<file path="src/common/dbgtc_params.svh">
// Functional notes
// - enable bit 7 of debug_control cannot be set while the chip is secured.
// - writing 1 to bit 6 arms a run; run end clears it automatically.
// - writing 0 to arm or enable stops a run at once.
// - bit 5 picks tag (1) or force (0) break; no effect if breaks off.
// - bit 4 lets triggers raise a break; at 0 only trace storage happens.
// - end trace with breaks on: break when the trigger condition is met.
// - begin trace with breaks on: break when the trace buffer fills.
// - opcode qualification delays end trace breaks until the matched opcode executes.
// - with A direction qualify on, bit 3: 0 write only, 1 read only.
// - bit 2 decides whether read/write takes part in comparator A match.
// - with B direction qualify on, bit 1: 0 write only, 1 read only.
// - bit 0 decides whether read/write takes part in comparator B match.
// - debug_control is readable and writable at all times.
// - trigger_config ignores writes while armed; bits 4 and 5 read zero.
// - trigger bit 7 routes matches through opcode tracking; fire only on execute.
// - trigger bit 6: 0 circular fill until trigger, 1 trigger starts storage.
// - event-only modes ignore bit 6 and always run as begin trace.
// - modes 0000 A only, 0001 A or B, 0010 A then B.
// - 0011 store on each B event; 0100 after A, store each B event.
// - 0101 A address with B data match; 0110 A with B data mismatch.
// - 0111 fires inside A..B inclusive; 1000 below A or above B.
// - only nine modes; codes 1001 to 1111 never trigger.
// - run ends when buffer fills (begin) or on trigger (end trace).
// - while enabled, run_active_flag reads as a copy of the arm bit.
`ifndef DBGTC_PARAMS_SVH
`define DBGTC_PARAMS_SVH

// register word offsets on the bus
`define DBGTC_OFS_CTRL      4'h0
`define DBGTC_OFS_TRIG      4'h4
`define DBGTC_OFS_STAT      4'h8

// debug_control bit positions
`define DBGTC_CTRL_EN       7
`define DBGTC_CTRL_ARM      6
`define DBGTC_CTRL_TAG      5
`define DBGTC_CTRL_BRK      4
`define DBGTC_CTRL_RWA      3
`define DBGTC_CTRL_CMP_A_DIR_QUALIFY    2
`define DBGTC_CTRL_RWB      1
`define DBGTC_CTRL_CMP_B_DIR_QUALIFY    0

// trigger_config bit positions and writable mask
`define DBGTC_TRIG_OPQ      7
`define DBGTC_TRIG_BEGIN    6
`define DBGTC_TRIG_WMASK    8'hcf

// status bit positions
`define DBGTC_STAT_RUN      0
`define DBGTC_STAT_CAPT     1
`define DBGTC_STAT_SEENA    2

// reset values
`define DBGTC_CTRL_RST      8'h00
`define DBGTC_TRIG_RST      8'h00

// trigger mode codes
`define DBGTC_M_A           4'h0
`define DBGTC_M_AORB        4'h1
`define DBGTC_M_ATHENB      4'h2
`define DBGTC_M_EVB         4'h3
`define DBGTC_M_AEVB        4'h4
`define DBGTC_M_ADATB       4'h5
`define DBGTC_M_ANDATB      4'h6
`define DBGTC_M_IN          4'h7
`define DBGTC_M_OUT         4'h8

`endif

</file>
<file path="src/common/dbgtc_pkg.sv">
package dbgtc_pkg;

  // run sequencing states
  typedef enum logic [1:0] {ST_IDLE, ST_PRE, ST_CAPT} dbgtc_state_t;

  // one watched cpu bus cycle
  typedef struct packed {
    logic [15:0] addr;     // bus address
    logic [7:0]  data;     // bus data
    logic        rw;       // 1 read, 0 write
    logic        valid;    // a bus cycle happens now
    logic        fetch;    // this cycle is an opcode fetch
    logic        exec;     // the last fetched opcode executes now
    logic        discard;  // the last fetched opcode is dropped
  } dbgtc_cpu_t;

  // break request towards the core
  typedef struct packed {
    logic tag;
    logic force_brk;
  } dbgtc_brk_t;

endpackage

</file>
<file path="src/dbgtc_top.sv">
// The Wishbone interface to the registers and the address map were chosen for this implementation.
`include "dbgtc_params.svh"

module dbgtc_top
  import dbgtc_pkg::*;
(
  // clock and reset
  input  wire logic        clk_i,
  input  wire logic        rst_i,
  // wishbone slave
  input  wire logic        wb_cyc_i,
  input  wire logic        wb_stb_i,
  input  wire logic        wb_we_i,
  input  wire logic [3:0]  wb_adr_i,
  input  wire logic [3:0]  wb_sel_i,
  input  wire logic [31:0] wb_dat_i,
  output logic      [31:0] wb_dat_o,
  output logic             wb_ack_o,
  // chip state
  input  wire logic        secure_i,
  // watched cpu bus and comparator values
  input  wire dbgtc_cpu_t  cpu_i,
  input  wire logic [15:0] cmp_a_i,
  input  wire logic [15:0] cmp_b_i,
  // trace buffer
  input  wire logic        fifo_full_i,
  output logic             trace_store_o,
  output logic             event_store_o,
  output logic             run_start_o,
  // core and status
  output dbgtc_brk_t       brk_o,
  output logic             run_active_o
);

  //////////////////////////////////////////////////////////////////////////////
  // registers and state

  logic [7:0]   ctrl;
  logic [7:0]   trig;
  dbgtc_state_t state;
  logic         seen_a;
  logic         ack;

  //////////////////////////////////////////////////////////////////////////////
  // bus decode

  logic req;
  logic wr_en;
  logic wr_ctrl;
  logic wr_trig;
  logic next_en;

  // a write lands on the edge that raises ack
  assign req     = wb_cyc_i && wb_stb_i;
  assign wr_en   = req && wb_we_i && !ack && wb_sel_i[0];
  assign wr_ctrl = wr_en && (wb_adr_i == `DBGTC_OFS_CTRL);
  assign wr_trig = wr_en && (wb_adr_i == `DBGTC_OFS_TRIG);

  // the enable refuses to come on in the secured state
  assign next_en = wb_dat_i[`DBGTC_CTRL_EN] && !secure_i;

  //////////////////////////////////////////////////////////////////////////////
  // field views

  logic       en;
  logic       arm;
  logic       brk_en;
  logic       tag_sel;
  logic       opq;
  logic       begin_sel;
  logic [3:0] mode;
  logic       ev_mode;
  logic       begin_eff;

  assign en        = ctrl[`DBGTC_CTRL_EN];
  assign arm       = ctrl[`DBGTC_CTRL_ARM];
  assign brk_en    = ctrl[`DBGTC_CTRL_BRK];
  assign tag_sel   = ctrl[`DBGTC_CTRL_TAG];
  assign opq       = trig[`DBGTC_TRIG_OPQ];
  assign begin_sel = trig[`DBGTC_TRIG_BEGIN];
  assign mode      = trig[3:0];

  // event-only modes always behave as begin trace
  assign ev_mode   = (mode == `DBGTC_M_EVB) || (mode == `DBGTC_M_AEVB);
  assign begin_eff = begin_sel || ev_mode;

  //////////////////////////////////////////////////////////////////////////////
  // comparators with direction qualification

  logic dir_ok_a;
  logic dir_ok_b;
  logic hit_a;
  logic hit_b;
  logic data_eq;
  logic in_rng;
  logic out_rng;

  // direction only matters when its qualify bit is set
  assign dir_ok_a = !ctrl[`DBGTC_CTRL_CMP_A_DIR_QUALIFY]
                    || (cpu_i.rw == ctrl[`DBGTC_CTRL_RWA]);
  assign dir_ok_b = !ctrl[`DBGTC_CTRL_CMP_B_DIR_QUALIFY]
                    || (cpu_i.rw == ctrl[`DBGTC_CTRL_RWB]);

  // address and data matches of this bus cycle
  assign hit_a   = cpu_i.valid && dir_ok_a && (cpu_i.addr == cmp_a_i);
  assign hit_b   = cpu_i.valid && dir_ok_b && (cpu_i.addr == cmp_b_i);
  assign data_eq = cpu_i.data == cmp_b_i[7:0];
  assign in_rng  = cpu_i.valid && dir_ok_a
                   && (cpu_i.addr >= cmp_a_i) && (cpu_i.addr <= cmp_b_i);
  assign out_rng = cpu_i.valid && dir_ok_a
                   && ((cpu_i.addr < cmp_a_i) || (cpu_i.addr > cmp_b_i));

  //////////////////////////////////////////////////////////////////////////////
  // mode decode

  logic [1:0] cond;
  logic [1:0] evt;

  // cond[0] is the first stage, cond[1] the comparator B stage
  always_comb
  begin
    cond = 2'b00;
    unique case (mode)
      `DBGTC_M_A:      cond[0] = hit_a;
      `DBGTC_M_AORB:   cond[0] = hit_a || hit_b;
      `DBGTC_M_ATHENB:
      begin
        cond[0] = hit_a;
        cond[1] = hit_b;
      end
      `DBGTC_M_EVB:    cond[1] = hit_b;
      `DBGTC_M_AEVB:
      begin
        cond[0] = hit_a;
        cond[1] = hit_b;
      end
      `DBGTC_M_ADATB:  cond[0] = hit_a && data_eq;
      `DBGTC_M_ANDATB: cond[0] = hit_a && !data_eq;
      `DBGTC_M_IN:     cond[0] = in_rng;
      `DBGTC_M_OUT:    cond[0] = out_rng;
      default:         cond = 2'b00;
    endcase
  end

  //////////////////////////////////////////////////////////////////////////////
  // opcode qualification, one per stage

  generate
    for (genvar i = 0; i < 2; i++)
    begin : g_qual
      dbgtc_qual u_qual (
        .clk_i     (clk_i),
        .rst_i     (rst_i),
        .qual_en_i (opq),
        .clear_i   (!run_active_o),
        .cond_i    (cond[i]),
        .fetch_i   (cpu_i.fetch),
        .exec_i    (cpu_i.exec),
        .discard_i (cpu_i.discard),
        .event_o   (evt[i])
      );
    end
  endgenerate

  //////////////////////////////////////////////////////////////////////////////
  // trigger and run completion

  logic seq_mode;
  logic trigger;
  logic arm_start;
  logic run_done;

  // two-stage modes need A seen before a B event counts
  assign seq_mode = (mode == `DBGTC_M_ATHENB) || (mode == `DBGTC_M_AEVB);

  always_comb
  begin
    if (seq_mode)
      trigger = seen_a && evt[1];
    else if (mode == `DBGTC_M_EVB)
      trigger = evt[1];
    else
      trigger = evt[0];
  end

  // a run begins on a write that arms with the enable on
  assign arm_start = wr_ctrl && wb_dat_i[`DBGTC_CTRL_ARM] && next_en;

  // end trace stops on trigger, begin trace stops on a full buffer
  assign run_done = run_active_o
                    && (((state == ST_PRE) && trigger && !begin_eff)
                        || ((state == ST_CAPT) && fifo_full_i));

  //////////////////////////////////////////////////////////////////////////////
  // debug_control register

  // read and write at any time; a write of arm wins over completion
  always_ff @(posedge clk_i)
  begin
    if (rst_i)
      ctrl <= `DBGTC_CTRL_RST;
    else if (wr_ctrl)
    begin
      ctrl <= wb_dat_i[7:0];
      ctrl[`DBGTC_CTRL_EN]  <= next_en;
      ctrl[`DBGTC_CTRL_ARM] <= arm_start;
    end
    else if (run_done)
      ctrl[`DBGTC_CTRL_ARM] <= 1'b0;
  end

  //////////////////////////////////////////////////////////////////////////////
  // trigger_config register

  // locked while armed; bits 4 and 5 are never stored
  always_ff @(posedge clk_i)
  begin
    if (rst_i)
      trig <= `DBGTC_TRIG_RST;
    else if (wr_trig && !arm)
      trig <= wb_dat_i[7:0] & `DBGTC_TRIG_WMASK;
  end

  //////////////////////////////////////////////////////////////////////////////
  // run sequencer

  always_ff @(posedge clk_i)
  begin
    if (rst_i)
      state <= ST_IDLE;
    else if (arm_start)
      state <= ST_PRE;
    else if (!run_active_o || run_done)
      state <= ST_IDLE;
    else if ((state == ST_PRE) && trigger && begin_eff)
      state <= ST_CAPT;
  end

  // first stage memory for the sequential modes
  always_ff @(posedge clk_i)
  begin
    if (rst_i || arm_start)
      seen_a <= 1'b0;
    else if (run_active_o && seq_mode && evt[0])
      seen_a <= 1'b1;
  end

  //////////////////////////////////////////////////////////////////////////////
  // trace buffer strobes

  // circular fill before the trigger, or storage after it
  assign trace_store_o = !ev_mode
                         && (((state == ST_PRE) && !begin_eff)
                             || (state == ST_CAPT));

  // each B event stores a byte once the event run is going
  always_ff @(posedge clk_i)
  begin
    if (rst_i)
      event_store_o <= 1'b0;
    else
      event_store_o <= run_active_o && ev_mode && !fifo_full_i
                       && (state != ST_IDLE) && trigger;
  end

  // one pulse so the buffer can clear its count
  always_ff @(posedge clk_i)
  begin
    if (rst_i)
      run_start_o <= 1'b0;
    else
      run_start_o <= arm_start;
  end

  //////////////////////////////////////////////////////////////////////////////
  // break requests to the core

  // timing follows run completion, which opcode qualification holds back in end trace until the opcode executes
  always_ff @(posedge clk_i)
  begin
    if (rst_i)
      brk_o <= '0;
    else
    begin
      brk_o.tag       <= run_done && brk_en && tag_sel;
      brk_o.force_brk <= run_done && brk_en && !tag_sel;
    end
  end

  //////////////////////////////////////////////////////////////////////////////
  // status and bus answer

  // the flag mirrors arm while the unit is enabled
  assign run_active_o = en && arm;

  // answer one cycle after the request, drop ack the cycle after
  always_ff @(posedge clk_i)
  begin
    if (rst_i)
      ack <= 1'b0;
    else
      ack <= req && !ack;
  end

  assign wb_ack_o = ack;

  // read data captured with ack; unmapped reads return zero
  always_ff @(posedge clk_i)
  begin
    if (rst_i)
      wb_dat_o <= '0;
    else if (req && !ack)
    begin
      wb_dat_o <= '0;
      unique case (wb_adr_i)
        `DBGTC_OFS_CTRL: wb_dat_o[7:0] <= ctrl;
        `DBGTC_OFS_TRIG: wb_dat_o[7:0] <= trig;
        `DBGTC_OFS_STAT:
        begin
          wb_dat_o[`DBGTC_STAT_RUN]   <= run_active_o;
          wb_dat_o[`DBGTC_STAT_CAPT]  <= state == ST_CAPT;
          wb_dat_o[`DBGTC_STAT_SEENA] <= seen_a;
        end
        default:         wb_dat_o <= '0;
      endcase
    end
  end

endmodule

</file>
<file path="src/dbgtc_qual.sv">
`include "dbgtc_params.svh"

module dbgtc_qual
  import dbgtc_pkg::*;
(
  // clock and reset
  input  wire logic clk_i,
  input  wire logic rst_i,
  // control
  input  wire logic qual_en_i,
  input  wire logic clear_i,
  // condition and opcode tracking
  input  wire logic cond_i,
  input  wire logic fetch_i,
  input  wire logic exec_i,
  input  wire logic discard_i,
  // qualified event
  output logic      event_o
);

  logic pend;

  // remember a match on a fetch until the opcode executes or is dropped
  always_ff @(posedge clk_i)
  begin
    if (rst_i || clear_i)
      pend <= 1'b0;
    else if (cond_i && fetch_i)
      pend <= 1'b1;  // new match wins over retire
    else if (exec_i || discard_i)
      pend <= 1'b0;
  end

  // pass the match straight or only when its opcode executes
  assign event_o = qual_en_i ? (pend && exec_i) : cond_i;

endmodule

</file>
<file path="config.mk">
export PLATFORM = sky130hd
export DESIGN_NAME = dbgtc_top
export DESIGN_NICKNAME = d
export VERILOG_FILES = /design/src/common/dbgtc_pkg.sv /design/src/dbgtc_top.sv /design/src/dbgtc_qual.sv
export VERILOG_INCLUDE_DIRS = /design/src /design/src/common
export SDC_FILE = /design/constraint.sdc
export NUM_CORES = 1
export LEC_CHECK = 0
export BUFFER_PORTS_ARGS = -buffer_cell sky130_fd_sc_hd__buf_2
export CAP_MARGIN = 40
export CORE_MARGIN = 2
export CORE_UTILIZATION = 45
export CTS_CLUSTER_SIZE = 30
export DETAILED_ROUTE_END_ITERATION = 12
export GPL_ROUTABILITY_DRIVEN = 0
export PLACE_DENSITY = 0.91
export SKIP_LAST_GASP = 1
export SYNTH_ARGS = -nofsm -noshare
export SYNTH_HDL_FRONTEND = slang
export SYNTH_SLANG_ARGS = --single-unit
</file>
<file path="constraint.sdc">
create_clock -name clk_i -period 3.15 [get_ports clk_i]
set_input_delay 0.4725 -clock clk_i [delete_from_list [all_inputs] [get_ports clk_i]]
set_output_delay 0.4725 -clock clk_i [all_outputs]
set_load 0.02 [all_outputs]
</file>
# After elaboration in Yosys (flattened, before gate mapping)
# Cells that the tools add are included.
# word_totals
elab_cells,127
register_bits,32
# classes
n_lt_le_gt_ge,4
n_eq_ne,17
n_mux,16
n_reduce_logical,76
# op_table
operator,count
$logic_and A1 B1 Y1,42
$eq A16 B16 Y1,2
$eq A4 B3 Y1 const B,5
$ge A16 B16 Y1,1
$gt A16 B16 Y1,1
$le A16 B16 Y1,1
$lt A16 B16 Y1,1
$logic_or A1 B1 Y1,13
$mux W1,13
$logic_not A1 Y1,11
$pmux W5 S2,1
$pmux W3 S3,1
$reduce_or A3 Y1,3
$eq A4 B2 Y1 const B,2
$eq A4 B4 Y1 const B,2
$eq A8 B8 Y1,1
$logic_not A4 Y1,2
$reduce_bool A2 Y1,4
$pmux W1 S6,1
$eq A4 B1 Y1 const B,1
$reduce_bool A3 Y1,1
$eq A1 B1 Y1,2
$eq A2 B1 Y1 const B,1
$eq A2 B2 Y1 const B,1

# Longest topological paths before layout
# Gate-level depths: netlist of run 1.
# logic_depth
depth_word,16
ltp_mapped,10
ltp_nobuf,10

# Hierarchy
# From an unflattened synthesis of run 1, not the netlist that was laid out.
# unflattened
cells_unflattened,332
area_unflattened_um2,2703.8
# by_module_without_submodules
module,area_each_um2,cells_per_inst,instances
dbgtc_top,2586.2,318,1
dbgtc_qual,58.8,7,2

# Worst setup path before layout of run 1
# OpenSTA, ideal clock, no wires.
# synth_path
path_type,input to register
start,in cmp_a_i[14]
end,reg state[0]
t_arrival_ns,2.572
path_stages,9
slack_ns,0.458
setup_ns,0.120
path_cell_list,inv_1 > ha_1 > nand4_1 > or4_4 > a21o_1 > a311o_1 > a311oi_2 > nor2_2 > o31a_1
# synth_via
elab_chain_cells,14
word_cells_on_any_way,24
# synth_rtl
element,line_no,rtl
"start, declared",dbgtc_top.sv:23,"input wire logic [15:0] cmp_a_i,"
"$lt A16 B16 Y1, or another cell as far along",dbgtc_top.sv:111,&& ((cpu_i.addr < cmp_a_i) || (cpu_i.addr > cmp_b_i));
"$logic_or A1 B1 Y1, or another cell as far along",dbgtc_top.sv:111,
"$logic_and A1 B1 Y1, or another cell as far along",dbgtc_top.sv:111,
$pmux W1 S6 *,dbgtc_top.sv:123,unique case (mode)
$mux W1 *,dbgtc_qual.sv:35,assign event_o = qual_en_i ? (pend && exec_i) : cond_i;
$mux W1 *,dbgtc_top.sv:180,else if (mode == `DBGTC_M_EVB)
$mux W1 *,dbgtc_top.sv:178,if (seq_mode)
$logic_and A1 B1 Y1 *,"dbgtc_top.sv:191, dbgtc_top.sv:235",
$logic_and A1 B1 Y1,dbgtc_top.sv:191,&& (((state == ST_PRE) && trigger && !begin_eff)
$logic_or A1 B1 Y1,dbgtc_top.sv:192,|| ((state == ST_CAPT) && fifo_full_i));
$logic_and A1 B1 Y1,dbgtc_top.sv:191,
$logic_or A1 B1 Y1,dbgtc_top.sv:233,else if (!run_active_o || run_done)
$mux W1,dbgtc_top.sv:233,
$mux W1,dbgtc_top.sv:231,else if (arm_start)
"end signal, assigned",dbgtc_top.sv:230,state <= ST_IDLE;
"end signal, assigned",dbgtc_top.sv:232,state <= ST_PRE;
"end signal, assigned",dbgtc_top.sv:234,state <= ST_IDLE;
"end, declared",dbgtc_top.sv:40,dbgtc_state_t state;
# Every way passes the cells marked *; elsewhere a longest branch is shown, timed or not.
# A chain may end at the register's enable or synchronous reset.

# Worst setup path after layout of run 1
# layout_path
start,in cpu_i[24] (netlist name)
end,reg state[0]
# layout_via
elab_chain_cells,14
word_cells_on_any_way,31
# layout_rtl
element,line_no,rtl
"start, declared",dbgtc_top.sv:22,"input wire dbgtc_cpu_t cpu_i,"
"$lt A16 B16 Y1, or another cell as far along",dbgtc_top.sv:111,
"$logic_or A1 B1 Y1, or another cell as far along",dbgtc_top.sv:111,
"$logic_and A1 B1 Y1, or another cell as far along",dbgtc_top.sv:111,
$pmux W1 S6,dbgtc_top.sv:123,
$mux W1,dbgtc_qual.sv:35,
$mux W1,dbgtc_top.sv:180,
$mux W1 *,dbgtc_top.sv:178,
$logic_and A1 B1 Y1 *,"dbgtc_top.sv:191, dbgtc_top.sv:235",
$logic_and A1 B1 Y1,dbgtc_top.sv:191,
$logic_or A1 B1 Y1,dbgtc_top.sv:192,
$logic_and A1 B1 Y1,dbgtc_top.sv:191,
$logic_or A1 B1 Y1,dbgtc_top.sv:233,
$mux W1,dbgtc_top.sv:233,
$mux W1,dbgtc_top.sv:231,
# Marked as above.

==> results of run 1 <==
## worst reg2reg max path, cell delays in order, from the launching register on
cell	delay [ns]
dfxtp_1	0.33
xor2_1	0.16
nand2_1	0.08
nand2_1	0.08
or2_1	0.23
a311o_1	0.35
a311oi_2	0.34
nor2_2	0.12
o31a_1	0.24
## report_power, final
part | internal, mW | switching [mW]
combinational | 0.0871 | 0.124
clock | 0.150 | 0.151
sequential | 0.405 | 0.000829
## layer usage
metal | routed length [um] | track usage (%)
met5 | 0 | 0
met4 | 191 | 8.814
met3 | 522 | 5.222
met2 | 3253 | 36.03
met1 | 2678 | 23.43
## cell families (layout without fill, tap and decap cells)
logic type | Yosys count | count (layout) | share of synthesized area, %
buffers and inverters | 72 | 141 | 13.61
other | 1 | 24 | 0.1411
flip-flops | 32 | 32 | 24.11
XOR/XNOR | 11 | 11 | 3.625
AO/OA/AOI/OAI | 63 | 63 | 15.35
AND/OR/NAND/NOR | 112 | 112 | 20.81
multiplexers | 19 | 19 | 7.297
adder cells (fa/ha/maj) | 32 | 32 | 15.07
## sequential cells by signal, summed over array words and instances (netlist names)
| register | count |
|---|---|
| g_qual.u_qual.pend | 2 |
| state | 2 |
| wb_ack_o | 1 |
| trig | 6 |
| wb_dat_o | 8 |
| brk_o | 2 |
| event_store_o | 1 |
| run_start_o | 1 |
| ctrl | 8 |
| seen_a | 1 |
## worst paths after layout
kind                from     endpoint  slack [ns]  cells past startpoint
max reg2reg      ctrl[3]     state[0]        1.13                      8
max            cpu_i[24]     state[0]        0.49                      9
min          wb_dat_i[5]      ctrl[5]        0.43                      3
min reg2reg  wb_dat_o[4]  wb_dat_o[4]        0.47                      2
## cell type report
type	count	area, sq um
fill	516	2429
timing repair buffer	97	490.5
clock inverter	1	5.005
inverter	37	138.9
sequential	32	640.6
tap	72	90.09
multi-input combinational	261	1742
clock buffer	6	72.57
## per-stage QoR
| step | cells | power (mW) | instance area [sq um] | worst slack [ns] |
|---|---|---|---|---|
| floorplan | 365 | 0.5630 | 2744 | 0.4582 |
| global placement | 499 | 0.6151 | 3102 | 0.2375 |
| detailed placement | 499 | 0.6246 | 3102 | 0.1951 |
| CTS | 506 | 0.9201 | 3179 | 0.4987 |
| global route | 506 | 0.9598 | 3179 | 0.3051 |
| finish | 506 | 0.9181 | 3179 | 0.4949 |
## cell usage in the layout, fill, tap and decap left out, types with 2 or more instances in the layout
| master | instances |
|---|---|
| a22oi_1 | 6 |
| nand2_1 | 19 |
| inv_1 | 36 |
| buf_4 | 2 |
| nor4_1 | 5 |
| buf_2 | 95 |
| a21o_1 | 2 |
| xor2_1 | 10 |
| mux2i_1 | 16 |
| o22ai_1 | 2 |
| nand3_1 | 14 |
| ha_1 | 32 |
| mux2_2 | 3 |
| nor3_1 | 4 |
| nor2b_1 | 5 |
| clkbuf_8 | 5 |
| a21oi_1 | 22 |
| nand2b_1 | 4 |
| and3_1 | 2 |
| dfxtp_1 | 32 |
| o21ai_1 | 6 |
| a31oi_1 | 2 |
| nand4_1 | 9 |
| conb_1 | 24 |
| nor2_1 | 39 |
| nand3b_1 | 2 |
| o21ai_0 | 9 |
==> reports/results.tsv, run 1 <==
stage	metric	value	unit
status	status	finished, final reports clean	
clock_network	cts_setup_buffers	0	
finish	syn2layout_area_growth	19.63	%
floorplanning	die_y	80.85	um
clock_network	htree_levels	2	
routing	wl	6.646	mm
sta	skew	0.005060	ns
finish	drive_gt1_share	25.81	%
min_path	hold_class	in -> reg	
critical_path	endpoint_kind	register	
floorplanning	core	5608	sq um
critical_path	worstPathRequired	3.33	ns
synth	async_flop_share	0	%
synth	postSynthAreaPerCell	7.771	sq um
finish	final_util	56.69	%
critical_path	worst-path-buf-inv	1	
critical_path	critical_path.cell_chain	buf_2 > ha_1 > nand4_1 > or4_4 > a21o_1 > a311o_1 > a311oi_2 > nor2_2 > o31a_1	
sta	maxSlewViolCount	0	
clock_network	cts_hold_buf	0	
routing	wl_per_cell	13.13	um
power	p_per_area	288.8	nW/um^2
grt	grt_overflow	0	
synth	synth-edff-count	0	
sta	setup_viol	0	
routing	vias	2680	
finish	num-nets-final	574	
synth	synth_cells	342	
sta	period_share	84.29	%
clock_network	cts_resized	0	
sta	post-route-min-period	2.655	ns
clock_network	clkLatencyLatePin	0.29	ns
critical_path	criticalPathCategory	in -> reg	
routing	drtPass1Iterations	6	
critical_path	cpPeakStageDelay	0.56	ns
sta	holdWs	0.4314	ns
floorplanning	row_count	27	
critical_path	cpLargestDelayFamily	compound AO/OA/AOI/OAI gates	
critical_path	worstPathArrival	2.84	ns
critical_path	start_kind	input port	
clock_network	numCtsBuffers	5	
routing	ant_nets	0	
critical_path	cp_slowest_cell	or4_4	
clock_network	cts_tree	done	
sta	slew_headroom	44.54	%
grt	grt_antenna_before_repair	0	
placement	port_buffers	95	
synth	ys.flop_type	dfxtp_1	
synth	seq_area_frac_synth	24.11	%
power	p_leak	1.567	nW
sta	max_freq	376.6	MHz
routing	drc	0	
clock_network	clock_path_buffers	2	
sta	rsz0062_at_grt	false	
routing	vias_per_cell	5.296	
placement	hpwlAfterDp	5.450	mm
synth	ys_types	53	
floorplanning	io_pins	147	
synth	synthTopCellsByArea	dfxtp_1, ha_1, buf_4	
finish	diodes	0	
grt	grt_max_degree	29	
floorplanning	start_util	47.39	%
synth	ys_warn_count	0	
synth	synth.most_common_cell	nor2_1	
clock_network	clkTransAtPathRegs	0.06	ns
sta	tightest_slew	0.8109	ns
floorplanning	fp.dieW	80.85	um
routing	drt_first_iter_violations	157	
clock_network	cts.sinks	32	
floorplanning	die-area	6537	sq um
grt	grtUsageTotal	20.50	%
synth	synthTopCellsByCount	nor2_1, inv_1, dfxtp_1, ha_1, buf_4	
grt	grt_pass1_wl	10.59	mm
synth	yosysTopAreaCell	dfxtp_1	
run	maxCapViolCount	0	
critical_path	worstPathMaxFanout	4	
synth	yosys_register_bits	32	
grt	grt_pass1_vias	2490	
synth	yosysTopAreaCellShare	24.11	%
synth	netlist_area	2658	sq um
clock_network	root_buffer	clkbuf_8	
power	vdd_drop_max	317.2	uV
sta	hold_violations	0	
sta	tns	0	ns
Note: power is estimated with default switching activity, not from simulation.
==> inputs of run 2 (changes only) <==
ABC_AREA = 1   (was unset)
CORE_UTILIZATION = 46   (was 45)
PLACE_DENSITY = 0.92   (was 0.91)
clock period = 2.65 ns   (was 3.15 ns; I/O delays follow)
==> reports/results.tsv, run 2 <==
stage	metric	value	unit
synth	synthTopCellsByCount	nand2_1, inv_1, nor2_1, a21oi_1	
routing	wl	6.798	mm
status	status	finished, final reports clean	
finish	syn2layout_area_growth	21.57	%
power	p_int	882.0	uW
critical_path	start_kind	register	
clock_network	htree_levels	2	
placement	dp_slack	0.2588	ns
synth	postSynthAreaPerCell	6.396	sq um
critical_path	worstPathRequired	2.25	ns
synth	ys_warn_count	0	
synth	seq_area_frac_synth	23.29	%
critical_path	cp_slowest_cell	dfxtp_1	
run	maxCapViolCount	0	
sta	skew	0.003692	ns
routing	ant_nets	0	
routing	highest_layer	met4	
clock_network	cts_resized	0	
sta	maxSlewViolCount	0	
synth	ys_types	31	
floorplanning	fp.dieW	81.32	um
sta	max_freq	465.7	MHz
clock_network	cts_hold_buf	0	
sta	period_share	81.04	%
critical_path	critical_path.cell_chain	nor2_1 > nand2_1 > inv_1 > nor2_1 > inv_1 > nor2_1 > a21oi_1 > nor2_1 > buf_2	
grt	grt_pass1_vias	2599	
synth	ys.flop_type	dfxtp_1	
finish	diodes	0	
critical_path	worstPathMaxFanout	6	
placement	hpwlAfterDp	5.657	mm
power	vdd_drop_max	337.5	uV
floorplanning	core	5851	sq um
finish	drive_gt1_share	23.16	%
routing	wl_met3	441	um
sta	rsz0062_at_grt	false	
power	fin_total_pwr	1.236	mW
floorplanning	io_pins	147	
placement	port_buffers	95	
sta	hold_violations	0	
floorplanning	row_count	28	
routing	wl_met1	2.841	mm
synth	synth-edff-count	0	
sta	setup_ws	0.5026	ns
critical_path	endpoint_kind	output port	
clock_network	clkLatencyLatePin	0.28	ns
min_path	hold_class	in -> reg	
power	seqPwrFrac	39.7	%
sta	tns	0	ns
critical_path	cpPeakStageDelay	0.45	ns
clock_network	numCtsBuffers	5	
routing	drc	0	
grt	grtUsageTotal	20.07	%
routing	vias	2920	
power	p_leak	1.845	nW
power	switchingPower	353.7	uW
routing	drtPass1Iterations	5	
finish	num-nets-final	670	
critical_path	cpMostUsedCell	nor2_1	
routing	wl_met2	3.414	mm
placement	place_inst	598	
grt	grt_pass1_wl	10.61	mm
routing	drt_first_iter_violations	159	
critical_path	worstPathArrival	1.75	ns
clock_network	cts.sinks	32	
synth	synth.most_common_cell	nand2_1	
clock_network	cts_setup_buffers	0	
power	p_per_area	369.6	nW/um^2
finish	largestRegisters	ctrl (8), wb_dat_o (8), trig (6)	
synth	netlist_area	2750	sq um
floorplanning	die_y	81.32	um
clock_network	cts_tree	done	
clock_network	clkTransAtPathRegs	0.07	ns
synth	async_flop_share	0	%
power	p_clk_share	37.2	%
floorplanning	start_util	47.01	%
clock_network	root_buffer	clkbuf_8	
finish	final_common_cell	nand2_1	
floorplanning	die-area	6613	sq um
synth	synthTopCellsByArea	dfxtp_1, ha_1, nand2_1	
finish	final_util	57.14	%
finish	mostFrequentLayoutCells	nand2_1, buf_2, inv_1	
synth	yosysTopAreaCell	dfxtp_1	
grt	grt_max_degree	17	
finish	instances_no_fill	606	
synth	yosysTopAreaCellShare	23.29	%
clock_network	clock_path_buffers	2	
grt	grt_antenna_before_repair	0	
sta	post-route-min-period	2.147	ns
critical_path	criticalPathCategory	reg -> out	
synth	synth_cells	430	
sta	setup_viol	0	
power	p_sw_share	28.62	%
routing	vias_per_cell	4.818	
routing	wl_per_cell	11.22	um
power	p_comb_share	23.2	%
synth	yosys_register_bits	32	
grt	grt_overflow	0	
==> run 2: changes by cell type in the layout (fill, tap and decap cells not counted), moves of 6 or more <==
cell     previous run  this run
a21oi_1            22        39
a22oi_1             6         0
o21ai_1             6         0
inv_1              36        76
nand2_1            19        98
nand4_1             9         3
xor2_1             10         0
mux2i_1            16         0
o21ai_0             9        21
==> run 2: metrics by stage <==
stage,cell area [sq um],hold WS [ns]
after floorplan,2836,0.4111
after global placement,3236,0.4241
after detailed placement,3236,0.4502
after CTS,3343,0.2915
after global routing,3343,0.3151
final,3343,0.2967
==> run 2: cell families after synthesis <==
logic type | after synthesis | share of synthesized area, %
flops | 32 | 23.29
other cells | 1 | 0.1364
fa+ha+maj | 32 | 14.56
simple gates | 181 | 28.30
compound gates | 69 | 13.56
xor+xnor | 6 | 1.911
buf+inv | 109 | 18.24
==> run 2: path summary, 6_finish.rpt <==
| kind | startpoint | endpoint | slack [ns] | cells past startpoint |
|---|---|---|---|---|
| worst min-delay path | fifo_full_i | event_store_o | 0.30 | 2 |
| worst min register to register | wb_dat_o[0] | wb_dat_o[0] | 0.46 | 2 |
| worst max register to register | trig[2] | ctrl[6] | 0.78 | 14 |
| worst max-delay path | trig[3] | trace_store_o | 0.50 | 9 |
==> run 2: area by class of cell <==
type	instances	area [sq um]
Fill cell	557	2507
Multi-Input combinational cell	312	1694
Sequential cell	32	640.6
Timing Repair Buffer	99	505.5
Inverter	80	301.5
Tap cell	75	93.84
Clock buffer	6	72.57
Clock inverter	2	35.03
==> run 2: power by group through the flow <==
stage          combinational [mW]  clock, mW  sequential, mW
2_1_floorplan               0.195          0           0.507
3_3_place_gp                0.272          0           0.500
3_5_place_dp                0.285          0           0.501
4_1_cts                     0.287      0.464           0.490
5_1_grt                     0.327      0.482           0.490
6_report                    0.287      0.459           0.490
==> run 2: per-layer routing <==
metal,global-route usage [%],up-vias
met5,0,-
met4,5.763,0
met3,3.111,12
met2,38.03,105
met1,22.91,1289
li1,-,1514
==> run 2: worst max-delay path: cells and delay by family (launching register included) <==
kind | cells | cell delay (ns)
AO/OA/AOI/OAI | 1 | 0.11
buffers and inverters | 3 | 0.31
flip-flops | 1 | 0.45
AND/OR/NAND/NOR | 5 | 0.61
